`src/hdl/sdi12_seq_pkg.sv`:
```
// Package for the SDI-12 measurement sequencer: register map, field layout,
// reset values, timing constants, state encoding and the record carrier.
// Assumes a single 100 MHz clock.
package sdi12_seq_pkg;
   localparam int NCH = 4;                      // Serial channels held by the block.
   // Register map, byte offsets on an 8-bit address.
   localparam logic [7:0] OFS_CTRL = 8'h00;     // Start mask (W), pending and busy (R).
   localparam logic [7:0] OFS_ERR  = 8'h04;     // Abandoned exchanges, write one to clear.
   localparam logic [3:0] OFS_CFG  = 4'h0;      // Within a channel page: configuration.
   localparam logic [3:0] OFS_RES  = 4'h4;      // Within a channel page: last result.
   localparam logic [3:0] PAGE_CH0 = 4'h1;      // Page of channel 0, pages at 16-byte stride.
   // Configuration word fields.
   localparam int CF_ADR = 0;                   // Sensor address, 4 bits.
   localparam int CF_CMD = 4;                   // Start command, 4 bits.
   localparam int CF_PRE = 8;                   // Pre-power in steps, 8 bits.
   localparam int CF_IDX = 16;                  // One-based reading index, 4 bits.
   localparam int CF_RES = 20;                  // Resolution in decimal places, 3 bits.
   localparam logic [23:0] CFG_RST = 24'h010000; // Address 0, M0, no pre-power, index 1.
   localparam logic [3:0] MAX_ADDR = 4'h9;
   localparam logic [3:0] CMD_C0   = 4'h6;      // Codes 0..5 are M0..M5, 6..10 are C0..C4.
   localparam logic [3:0] CMD_MAX  = 4'hA;
   localparam logic [3:0] MAX_DCMD = 4'h9;      // Highest data request D9.
   // Timing.
   localparam int CLK_PERIOD_NS   = 10;
   localparam int TICK_MS         = 1;
   localparam int TICK_CYCLES     = TICK_MS * 1000000 / CLK_PERIOD_NS;
   localparam int PRE_STEP_MS     = 250;
   localparam int MS_PER_S        = 1000;
   localparam int RESP_TIMEOUT_MS = 1000;
   // Characters.
   localparam logic [7:0] CH_ZERO = 8'h30;
   localparam logic [7:0] CH_M    = 8'h4D;
   localparam logic [7:0] CH_C    = 8'h43;
   localparam logic [7:0] CH_D    = 8'h44;
   localparam logic [7:0] CH_EXCL = 8'h21;
   localparam logic [7:0] CH_PLUS = 8'h2B;
   localparam logic [7:0] CH_MIN  = 8'h2D;
   localparam logic [7:0] CH_DOT  = 8'h2E;
   localparam logic [7:0] CH_LF   = 8'h0A;

   typedef enum logic [2:0] {
      S_IDLE = 3'h0, S_PWR = 3'h1, S_TXM = 3'h3, S_ACK = 3'h2,
      S_MWAIT = 3'h6, S_TXD = 3'h7, S_DAT = 3'h5, S_FIN = 3'h4
   } seq_st_t;

   typedef struct packed {
      logic [1:0]  ch;
      logic [31:0] value;
   } rec_t;
endpackage

```
`src/hdl/sdi12_measurement_sequencer.sv`:
```
// SDI-12 measurement sequencer: powers a sensor, starts a measurement, waits
// the announced delay, fetches data and records one selected value per channel.
// Assumes a character UART on clk beside it and a recording memory that takes
// records by valid and ready.
`timescale 1ns/10ps
// What this block does
// - Only sensor addresses 0 to 9 are accepted and commands go to the configured one.
// - A channel that was never configured uses sensor address zero.
// - Sensor power comes on only for a due measurement and stays for the pre-power time.
// - Pre-power spans 0 to 63750 ms in steps of 250 ms.
// - A cycle starts with an indexed measurement command to the sensor.
// - After that delay, data requests follow until all results are in or D9 has been answered.
// - Only the result at the one-based reading index is kept.
// - Start commands offered are M0 to M5 and C0 to C4.
// - Each channel records its own stream under its own channel number.
// - The resolution sets the number of decimal places kept and scales the value by ten to that power.
module sdi12_measurement_sequencer import sdi12_seq_pkg::*; #(
   parameter int TICK_CYC = TICK_CYCLES
) (
   // Clock and reset.
   input  wire logic       clk,
   input  wire logic       arst_n,
   // Register port.
   input  wire logic [7:0] addr,
   input  wire logic [31:0] wr_data,
   input  wire logic       wr_en,
   input  wire logic       rd_en,
   output logic [31:0]     rd_data,
   // Character link to the UART.
   output logic            tx_valid,
   output logic [7:0]      tx_data,
   input  wire logic       tx_ready,
   input  wire logic       rx_valid,
   input  wire logic [7:0] rx_data,
   // Sensor power switch.
   output logic            power_en,
   // Records to the recording memory.
   output logic            rec_valid,
   output rec_t            rec_data,
   input  wire logic       rec_ready
);
   typedef struct packed {
      seq_st_t              st;
      logic [NCH-1:0][23:0] cfg;
      logic [NCH-1:0][31:0] res;
      logic [NCH-1:0]       pend;
      logic [NCH-1:0]       err;
      logic [1:0]           ch;
      logic [16:0]          tick;
      logic [19:0]          ms;
      logic [19:0]          dly;
      logic [3:0]           nval;
      logic [3:0]           got;
      logic [3:0]           dcmd;
      logic [3:0]           pos;
      logic [2:0]           frac;
      logic                 neg;
      logic                 actv;
      logic                 fr;
      logic                 sel_ok;
      logic [31:0]          mant;
      logic [31:0]          sel;
      logic                 power;
      logic                 txv;
      logic [7:0]           txd;
      logic [31:0]          rdd;
      logic                 recv;
   } st_t;
   st_t  s_r, s_nxt;
   logic buf_ready;

   function automatic logic is_digit(input logic [7:0] c);
      return (c >= CH_ZERO) && (c <= 8'h39);
   endfunction

   function automatic logic [3:0] digit(input logic [7:0] c);
      return c[3:0];
   endfunction

   function automatic logic [31:0] pow10(input logic [2:0] d);
      logic [31:0] p;
      p = 32'h1;
      for (int i = 0; i < 7; i++) begin
         if (i < int'(d)) p = 32'(p * 32'hA);
      end
      return p;
   endfunction

   // One character of "aX!" or "aXn!"; index zero is sent without its digit.
   function automatic logic [7:0] cmd_char(input logic [3:0] pos, input logic [3:0] adr,
                                           input logic [7:0] letter, input logic [3:0] num);
      logic [7:0] c;
      c = CH_EXCL;
      if (pos == 4'h0) c = CH_ZERO + {4'h0, adr};
      else if (pos == 4'h1) c = letter;
      else if (pos == 4'h2 && num != 4'h0) c = CH_ZERO + {4'h0, num};
      return c;
   endfunction

   // Configured fields of the running channel.
   logic [3:0]  c_adr, c_cmd, c_idx, c_num;
   logic [7:0]  c_pre, c_let;
   logic [2:0]  c_res;
   logic [19:0] pre_ms;
   always_comb begin
      c_adr  = s_r.cfg[s_r.ch][CF_ADR +: 4];
      c_cmd  = s_r.cfg[s_r.ch][CF_CMD +: 4];
      c_pre  = s_r.cfg[s_r.ch][CF_PRE +: 8];
      c_idx  = s_r.cfg[s_r.ch][CF_IDX +: 4];
      c_res  = s_r.cfg[s_r.ch][CF_RES +: 3];
      c_let  = (c_cmd < CMD_C0) ? CH_M : CH_C;
      c_num  = (c_cmd < CMD_C0) ? c_cmd : 4'(c_cmd - CMD_C0);
      pre_ms = 20'(c_pre * PRE_STEP_MS);
   end

   // Sequencer, register file and parser in one state copy.
   always_comb begin
      logic [3:0]  wch, last;
      logic [31:0] sval;
      logic        fin;
      s_nxt = s_r;
      wch   = 4'(addr[7:4] - PAGE_CH0);
      last  = 4'h0;
      sval  = 32'h0;
      fin   = 1'b0;
      // Millisecond tick from the clock; all waits count these ticks.
      s_nxt.tick = (32'(s_r.tick) >= TICK_CYC - 1) ? 17'h0 : 17'(s_r.tick + 17'h1);
      if (s_r.tick == 17'h0 && s_r.ms != 20'hFFFFF) s_nxt.ms = 20'(s_r.ms + 20'h1);
      // Selected value finishes at a sign or a line end.
      sval = 32'(s_r.mant * pow10(3'(c_res - s_r.frac)));
      if (s_r.neg) sval = 32'(-sval);
      unique case (s_r.st)
         S_IDLE: begin
            s_nxt.power = 1'b0;
            for (int i = NCH - 1; i >= 0; i--) begin
               if (s_r.pend[i]) s_nxt.ch = 2'(i);
            end
            if (s_r.pend != '0) begin
               s_nxt.pend[s_nxt.ch] = 1'b0;
               s_nxt.power = 1'b1;
               s_nxt.st    = S_PWR;
            end
         end
         S_PWR: begin
            if (s_r.ms >= pre_ms) begin
               s_nxt.st  = S_TXM;
               s_nxt.pos = 4'h0;
            end
         end
         S_TXM, S_TXD: begin
            if (s_r.st == S_TXM) begin
               last = (c_num == 4'h0) ? 4'h2 : 4'h3;
            end else begin
               last = (s_r.dcmd == 4'h0) ? 4'h2 : 4'h3;
            end
            if (!s_r.txv) begin
               s_nxt.txv = 1'b1;
               s_nxt.txd = (s_r.st == S_TXM) ?
                           cmd_char(s_r.pos, c_adr, c_let, c_num) :
                           cmd_char(s_r.pos, c_adr, CH_D, s_r.dcmd);
            end else if (tx_ready) begin
               s_nxt.txv = 1'b0;
               s_nxt.pos = 4'(s_r.pos + 4'h1);
               if (s_r.pos == last) begin
                  s_nxt.pos  = 4'h0;
                  s_nxt.st   = (s_r.st == S_TXM) ? S_ACK : S_DAT;
                  s_nxt.dly  = 20'h0;
                  s_nxt.actv = 1'b0;
                  if (s_r.st == S_TXM) s_nxt.nval = 4'h0;
               end
            end
         end
         S_ACK: begin
            // Reply "atttn": seconds in three digits, then the value count.
            if (rx_valid) begin
               if (rx_data == CH_LF) begin
                  s_nxt.dly = 20'(s_r.dly * MS_PER_S);
                  s_nxt.st  = S_MWAIT;
               end else if (is_digit(rx_data)) begin
                  s_nxt.pos = 4'(s_r.pos + 4'h1);
                  if (s_r.pos >= 4'h1 && s_r.pos <= 4'h3) begin
                     s_nxt.dly = 20'(s_r.dly * 20'hA + 20'(digit(rx_data)));
                  end else if (s_r.pos > 4'h3) begin
                     s_nxt.nval = 4'(s_r.nval * 4'hA + digit(rx_data));
                  end
               end
            end
            if (s_r.ms >= RESP_TIMEOUT_MS) fin = 1'b1;
         end
         S_MWAIT: begin
            if (s_r.ms >= s_r.dly) begin
               s_nxt.st     = S_TXD;
               s_nxt.pos    = 4'h0;
               s_nxt.dcmd   = 4'h0;
               s_nxt.got    = 4'h0;
               s_nxt.sel_ok = 1'b0;
            end
         end
         S_DAT: begin
            if (rx_valid) begin
               if (rx_data == CH_PLUS || rx_data == CH_MIN || rx_data == CH_LF) begin
                  if (s_r.actv && s_r.got == c_idx) begin
                     s_nxt.sel    = sval;
                     s_nxt.sel_ok = 1'b1;
                  end
                  s_nxt.actv = 1'b0;
               end
               if (rx_data == CH_PLUS || rx_data == CH_MIN) begin
                  s_nxt.actv = 1'b1;
                  s_nxt.neg  = (rx_data == CH_MIN);
                  s_nxt.mant = 32'h0;
                  s_nxt.frac = 3'h0;
                  s_nxt.fr   = 1'b0;
                  s_nxt.got  = 4'(s_r.got + 4'h1);
               end else if (rx_data == CH_DOT) begin
                  s_nxt.fr = 1'b1;
               end else if (is_digit(rx_data) && s_r.actv && (!s_r.fr || s_r.frac < c_res)) begin
                  // Digits past the resolution are dropped, not rounded.
                  s_nxt.mant = 32'(s_r.mant * 32'hA + 32'(digit(rx_data)));
                  if (s_r.fr) s_nxt.frac = 3'(s_r.frac + 3'h1);
               end else if (rx_data == CH_LF) begin
                  if (s_r.got >= s_r.nval || s_r.dcmd == MAX_DCMD) begin
                     s_nxt.st = S_FIN;
                  end else begin
                     s_nxt.dcmd = 4'(s_r.dcmd + 4'h1);
                     s_nxt.st   = S_TXD;
                     s_nxt.pos  = 4'h0;
                  end
               end
            end
            if (s_r.ms >= RESP_TIMEOUT_MS) fin = 1'b1;
         end
         S_FIN: begin
            if (s_r.recv) begin
               if (buf_ready) begin
                  s_nxt.recv  = 1'b0;
                  s_nxt.power = 1'b0;
                  s_nxt.st    = S_IDLE;
               end
            end else if (s_r.sel_ok) begin
               s_nxt.recv         = 1'b1;
               s_nxt.res[s_r.ch]  = s_r.sel;
               s_nxt.sel_ok       = 1'b0;
            end else begin
               fin = 1'b1;
            end
         end
      endcase
      // No reply or no selected value: drop power and mark the channel.
      if (fin) begin
         s_nxt.power = 1'b0;
         s_nxt.txv   = 1'b0;
         s_nxt.st    = S_IDLE;
      end
      if (s_nxt.st != s_r.st) s_nxt.ms = 20'h0;
      // Software writes; software clears come before hardware sets so sets win.
      if (wr_en) begin
         if (addr == OFS_CTRL) s_nxt.pend = s_nxt.pend | wr_data[NCH-1:0];
         if (addr == OFS_ERR) s_nxt.err = s_r.err & ~wr_data[NCH-1:0];
         if (addr[3:0] == OFS_CFG && addr[7:4] >= PAGE_CH0 && wch < 4'(NCH) &&
             wr_data[CF_ADR +: 4] <= MAX_ADDR &&
             wr_data[CF_CMD +: 4] <= CMD_MAX) begin
            s_nxt.cfg[wch[1:0]] = wr_data[23:0];
         end
      end
      if (fin) s_nxt.err[s_r.ch] = 1'b1;
      // Read data stands in the cycle after the strobe only.
      s_nxt.rdd = 32'h0;
      if (rd_en) begin
         if (addr == OFS_CTRL) begin
            s_nxt.rdd = {21'h0, s_r.st, (s_r.st != S_IDLE), 3'h0, s_r.pend};
         end else if (addr == OFS_ERR) begin
            s_nxt.rdd = {28'h0, s_r.err};
         end else if (addr[7:4] >= PAGE_CH0 && wch < 4'(NCH)) begin
            if (addr[3:0] == OFS_CFG) s_nxt.rdd = {8'h0, s_r.cfg[wch[1:0]]};
            if (addr[3:0] == OFS_RES) s_nxt.rdd = s_r.res[wch[1:0]];
         end
      end
   end

   // Register the whole state; reset gives every channel address zero.
   always_ff @(posedge clk or negedge arst_n) begin
      if (!arst_n) begin
         s_r     <= '0;
         s_r.cfg <= {NCH{CFG_RST}};
      end else begin
         s_r <= s_nxt;
      end
   end

   // The buffer keeps a record while the recording memory stalls.
   rec_buffer2 u_buf (
      .clk       (clk),
      .arst_n    (arst_n),
      .in_valid  (s_r.recv),
      .in_ready  (buf_ready),
      .in_data   ({s_r.ch, s_r.sel}),
      .out_ready (rec_ready),
      .out_valid (rec_valid),
      .out_data  (rec_data)
   );

   assign rd_data  = s_r.rdd;
   assign tx_valid = s_r.txv;
   assign tx_data  = s_r.txd;
   assign power_en = s_r.power;
endmodule // sdi12_measurement_sequencer

```
`src/hdl/rec_buffer2.sv`:
```
// Two-entry record buffer between the sequencer and the recording memory.
// Assumes both sides run on clk; outputs come straight from flip-flops.
`timescale 1ns/10ps
module rec_buffer2 import sdi12_seq_pkg::*; (
   // Clock and reset.
   input  wire logic clk,
   input  wire logic arst_n,
   // Filling side.
   input  wire logic in_valid,
   output logic      in_ready,
   input  wire rec_t in_data,
   // Draining side.
   input  wire logic out_ready,
   output logic      out_valid,
   output rec_t      out_data
);
   typedef struct packed {
      logic hv;
      logic tv;
      rec_t hd;
      rec_t tl;
   } buf_t;
   buf_t s_r, s_nxt;

   // Head is what the reader sees; tail only fills while the head is stalled.
   always_comb begin
      logic push, pop;
      push  = in_valid & ~s_r.tv;
      pop   = s_r.hv & out_ready;
      s_nxt = s_r;
      if (pop) begin
         s_nxt.hv = s_r.tv;
         s_nxt.hd = s_r.tl;
         s_nxt.tv = 1'b0;
      end
      if (push) begin
         if (!s_nxt.hv) begin
            s_nxt.hv = 1'b1;
            s_nxt.hd = in_data;
         end else begin
            s_nxt.tv = 1'b1;
            s_nxt.tl = in_data;
         end
      end
   end

   always_ff @(posedge clk or negedge arst_n) begin
      if (!arst_n) begin
         s_r <= '0;
      end else begin
         s_r <= s_nxt;
      end
   end

   assign in_ready  = ~s_r.tv;
   assign out_valid = s_r.hv;
   assign out_data  = s_r.hd;
endmodule // rec_buffer2

```
`config.mk`:
```
export PLATFORM = sky130hd
export DESIGN_NAME = sdi12_measurement_sequencer
export DESIGN_NICKNAME = d
export VERILOG_FILES = /design/src/hdl/sdi12_seq_pkg.sv /design/src/hdl/sdi12_measurement_sequencer.sv /design/src/hdl/rec_buffer2.sv
export SDC_FILE = /design/constraint.sdc
export NUM_CORES = 2
export LEC_CHECK = 0
export ABC_AREA = 0
export BUFFER_PORTS_ARGS = -buffer_cell sky130_fd_sc_hd__buf_4
export CAP_MARGIN = 20
export CELL_PAD_IN_SITES_DETAIL_PLACEMENT = 2
export CELL_PAD_IN_SITES_GLOBAL_PLACEMENT = 2
export CORE_ASPECT_RATIO = 0.9
export CORE_MARGIN = 4
export CORE_UTILIZATION = 35
export DETAILED_ROUTE_END_ITERATION = 16
export PLACE_DENSITY_LB_ADDON = 0.2
export SYNTH_ARGS = -nofsm -noshare
export SYNTH_HDL_FRONTEND = slang
export SYNTH_SLANG_ARGS = --single-unit
```
`constraint.sdc`:
```
create_clock -name clk -period 56.7 [get_ports clk]
set_input_delay 14.175 -clock clk [delete_from_list [all_inputs] [get_ports clk]]
set_output_delay 14.175 -clock clk [all_outputs]
set_load 0.005 [all_outputs]
```
==> summary.md <==
| Metric | Value |
|---|---|
| First-pass GRT wire length | between 200 and 300 mm |
| Synth Cell Area | about 0.051 mm² |
| Power Density | approximately 23 mW/mm² |
| WP data arrival | 20.49 ns |
| Worst path max stage delay | 0.72 ns |
| RSZ-0062 raised after global routing | false |
| Mapped Cells | 5242 |
| Final setup viols | 0 |
| R2R Path End | s_r[74] |
| CP required | 57.20 ns |
| Min cycle time layout | 19.99 ns |
| Critical path class | flip-flop to flip-flop |
| Placed Cells | just over 7000 |
| Final instance area | between 0.05 and 0.06 mm² |
| Max Clock Freq | 50.02 MHz |
| Average size of a mapped cell | 9.673 µm² |
| Drt pass-1 iters | 5 |
| Number of buffers added on ports | 122 |
| Initial antenna violation count | 7 |
| Final Hold Fails | 0 |
| Clock transition at the registers of the reported paths | 0.07 ns |
| Leakage power total | roughly 29 nW |
| GP Congestion | 0.8290 |
| Worst r2r src | s_r[188] |
| Clk_skew | 0.03981 ns |
| NumNets Final | 6221 |
| Post-CTS resize count | 0 |
| Slowest-stage cell, CP | xnor2_2 |
| Vias | 38240 |
| Longest Clk Path Bufs | 3 |
| Hold-fix buffers, CTS | 0 |
| Total number of yosys warnings | 0 |
| Worst setup path end | s_r[74] |
| Max-cap violations | 0 |
| Post-CTS Setup Bufs | 0 |
| Core ar. | about 0.14 mm² |
| Final period utilization | 35.26% |
| Number of global-route vias before repair | 43870 |
| Clock root buffer | clkbuf_16 |
| Non-filler cells, final | approximately 7200 |
| Status | finished, final reports clean |
| Remaining Overflow, GRT | 0 |
| DR iter-0 viols | 1958 |
| Final Power | 1.252 mW |
| Slew headroom | about 25% |
| Synth async-reset ratio | 100.0% |
| Hold Path Class | flip-flop to flip-flop |
| Share of layout cells above drive strength 1 | 13.47% |
| Initial Util | a little over a third |
| Yosys cell types | 83 |
| IO Pins | approximately 130 |
| Clock latency on the worst-skew pair | just under 0.7 ns |
| Clock Sinks | 493 |
| Row Count | 132 |
| Most used cell, CP | ha_1 |
| CP max FO | 34 |
| Startpoint Class | flip-flop |
| Worst-Margin Slew | 1.096 ns |
| Die height | about 370 µm |
| Post-detailed-route count of antenna-violating nets | 0 |
| CTS tree | built |
| Die width | slightly above 400 µm |
| Slew Limit Fails | 0 |
| HPWL Detailed | 123.0 mm |
| Largest net degree at the start of global routing | 92 |
| Post-route DRC | 0 |
| Avg Vias per Cell | 5.287 |
| Register area share after synthesis | 24.34% |
| Post-DP Area | 0.05363 mm² |
| Final WL | between 150 and 200 mm |
| Worst Setup SP | s_r[188] |
| R2R Setup Slk | 36.71 ns |
| Worst setup EP type | flip-flop |
| H-tree depth | 2 |
| IR drop worst, VDD | 0.02694 mV |
| #FFs+latches synth | 493 |
| Final Util | 38.67% |
| Reg2reg path depth | 63 |
| Area Growth Syn to Fin | 9.703% |
| CTS buffer count | 56 |
| Total GRT Usage | 22.13% |
| Routed WL per cell | 22.95 µm |
| DIE AREA | 0.1510 mm² |
| Final TNS setup | 0 ns |
| Most frequently used flop master after synthesis | dfrtp_1 |
| Number of synthesized flops with an enable pin | 0 |
## worst min path at each step
stage | startpoint | end | slack, ns | cells past startpoint
floorplan | tx_data[6] | tx_data[6] | 0.45 | 2
global placement | tx_data[6] | tx_data[6] | 0.46 | 2
detailed placement | tx_data[6] | tx_data[6] | 0.47 | 2
CTS | tx_data[6] | tx_data[6] | 0.49 | 2
global route | tx_data[6] | tx_data[6] | 0.52 | 2
finish | tx_data[6] | tx_data[6] | 0.48 | 2
## metal layers
layer / share of wire (%) / up-vias / global-route usage (%)
met4: 1.6 / 0 / 3.806
met5: 0 / - / 0
met3: 3.1 / 140 / 2.269
met2: 48 / 455 / 38.04
met1: 47 / 20370 / 30.66
li1: - / 17280 / -
## logic make-up (layout without fill, tap and decap cells)
family,count (synthesis),after routing,synth area share (%)
AOI/OAI and AO/OA,730,730,9.150
other,1,18,0.007396
muxes,410,410,10.69
DFF,493,493,24.34
xor gates and xnor gates,281,281,4.990
and+or+nand+nor,1416,1416,13.11
buffers and inverters,986,1017,7.847
adders and majority gates,925,925,29.86
## Yosys cell counts, drive strengths merged, types with 31 or more instances
master  instances  area share [%]
a21o           74             1.1
a21oi         205             2.0
and2          143             1.8
and3           62            0.76
buf            97             1.3
clkbuf        188             1.4
dfrtp         489              24
fa            475              19
ha            450              11
inv           701             5.2
mux2          264             5.9
mux2i          67             1.3
mux4           79             3.5
nand2         605             4.5
nand2b         31            0.40
nand3          72            0.71
nor2          270             2.0
nor2b          54            0.67
nor3           48            0.47
o21a           37            0.55
o21ai         189             1.9
o31ai          32            0.47
xnor2         175             3.0
xor2          101             1.7
## power by group
part           internal (mW)  leakage [nW]  switching [mW]  total (mW)
logic                  0.166          20.9           0.294       0.460
clock network          0.223         0.967           0.169       0.392
registers              0.375          6.70          0.0241       0.400
total                  0.765          28.6           0.487        1.25
## through the flow
stage / hold WS, ns / setup WS, ns
2_1_floorplan: 0.4481 / 38.79
5_1_grt: 0.5156 / 35.63
3_5_place_dp: 0.4693 / 36.69
6_report: 0.4831 / 36.71
3_3_place_gp: 0.4616 / 36.82
4_1_cts: 0.4876 / 36.57
## sequential cells by signal, indices dropped and copies added (netlist names)
signal	flops
s_r	382
u_buf.s_r	35
u_buf.out_data	34
rd_data	32
tx_data	7
power_en	1
tx_valid	1
u_buf.out_valid	1
## cell usage in the layout, fill, tap and decap left out, types with 16 or more instances in the layout
master | Yosys | layout
nand2b_1 | 30 | 30
xor2_1 | 101 | 100
buf_4 | 74 | 209
inv_1 | 701 | 701
o31ai_1 | 32 | 31
ha_1 | 450 | 449
nand4_1 | 25 | 25
and3_1 | 62 | 61
clkbuf_16 | 0 | 56
o21a_1 | 37 | 37
mux2i_1 | 67 | 67
nor3_1 | 48 | 42
nor2b_1 | 54 | 54
a21boi_0 | 16 | 16
a31oi_1 | 27 | 25
nor2_1 | 270 | 267
a21oi_1 | 204 | 203
nand3_1 | 72 | 72
o21ai_0 | 188 | 187
fa_1 | 475 | 475
mux2_2 | 264 | 264
a21o_1 | 74 | 74
and2_1 | 142 | 142
nand2_1 | 605 | 603
mux4_2 | 79 | 79
or3_1 | 24 | 24
xnor2_1 | 175 | 174
dfrtp_1 | 489 | 487
o211ai_1 | 17 | 17
## worst max-delay path, delay by kind of cell, from the launching register on
family          cells  cell delay [ns]
mux                 3             1.03
simple gates       13             3.46
xor+xnor            8             1.97
buf+inv             8             1.41
compound gates     12             4.05
fa+ha+maj          19             7.53
flops               1             0.32
## area by class of cell
cell class,count,area [µm²]
multi-input cells,3777,34620
fillers,15550,88230
inverters,701,2631
well taps,1943,2431
clock inverters,29,357.8
repair buffers,212,1632
flip-flops and latches,493,12340
diodes,3,7.507
clock buffers,75,1603
No activity file was read; power rests on OpenSTA's default activity.
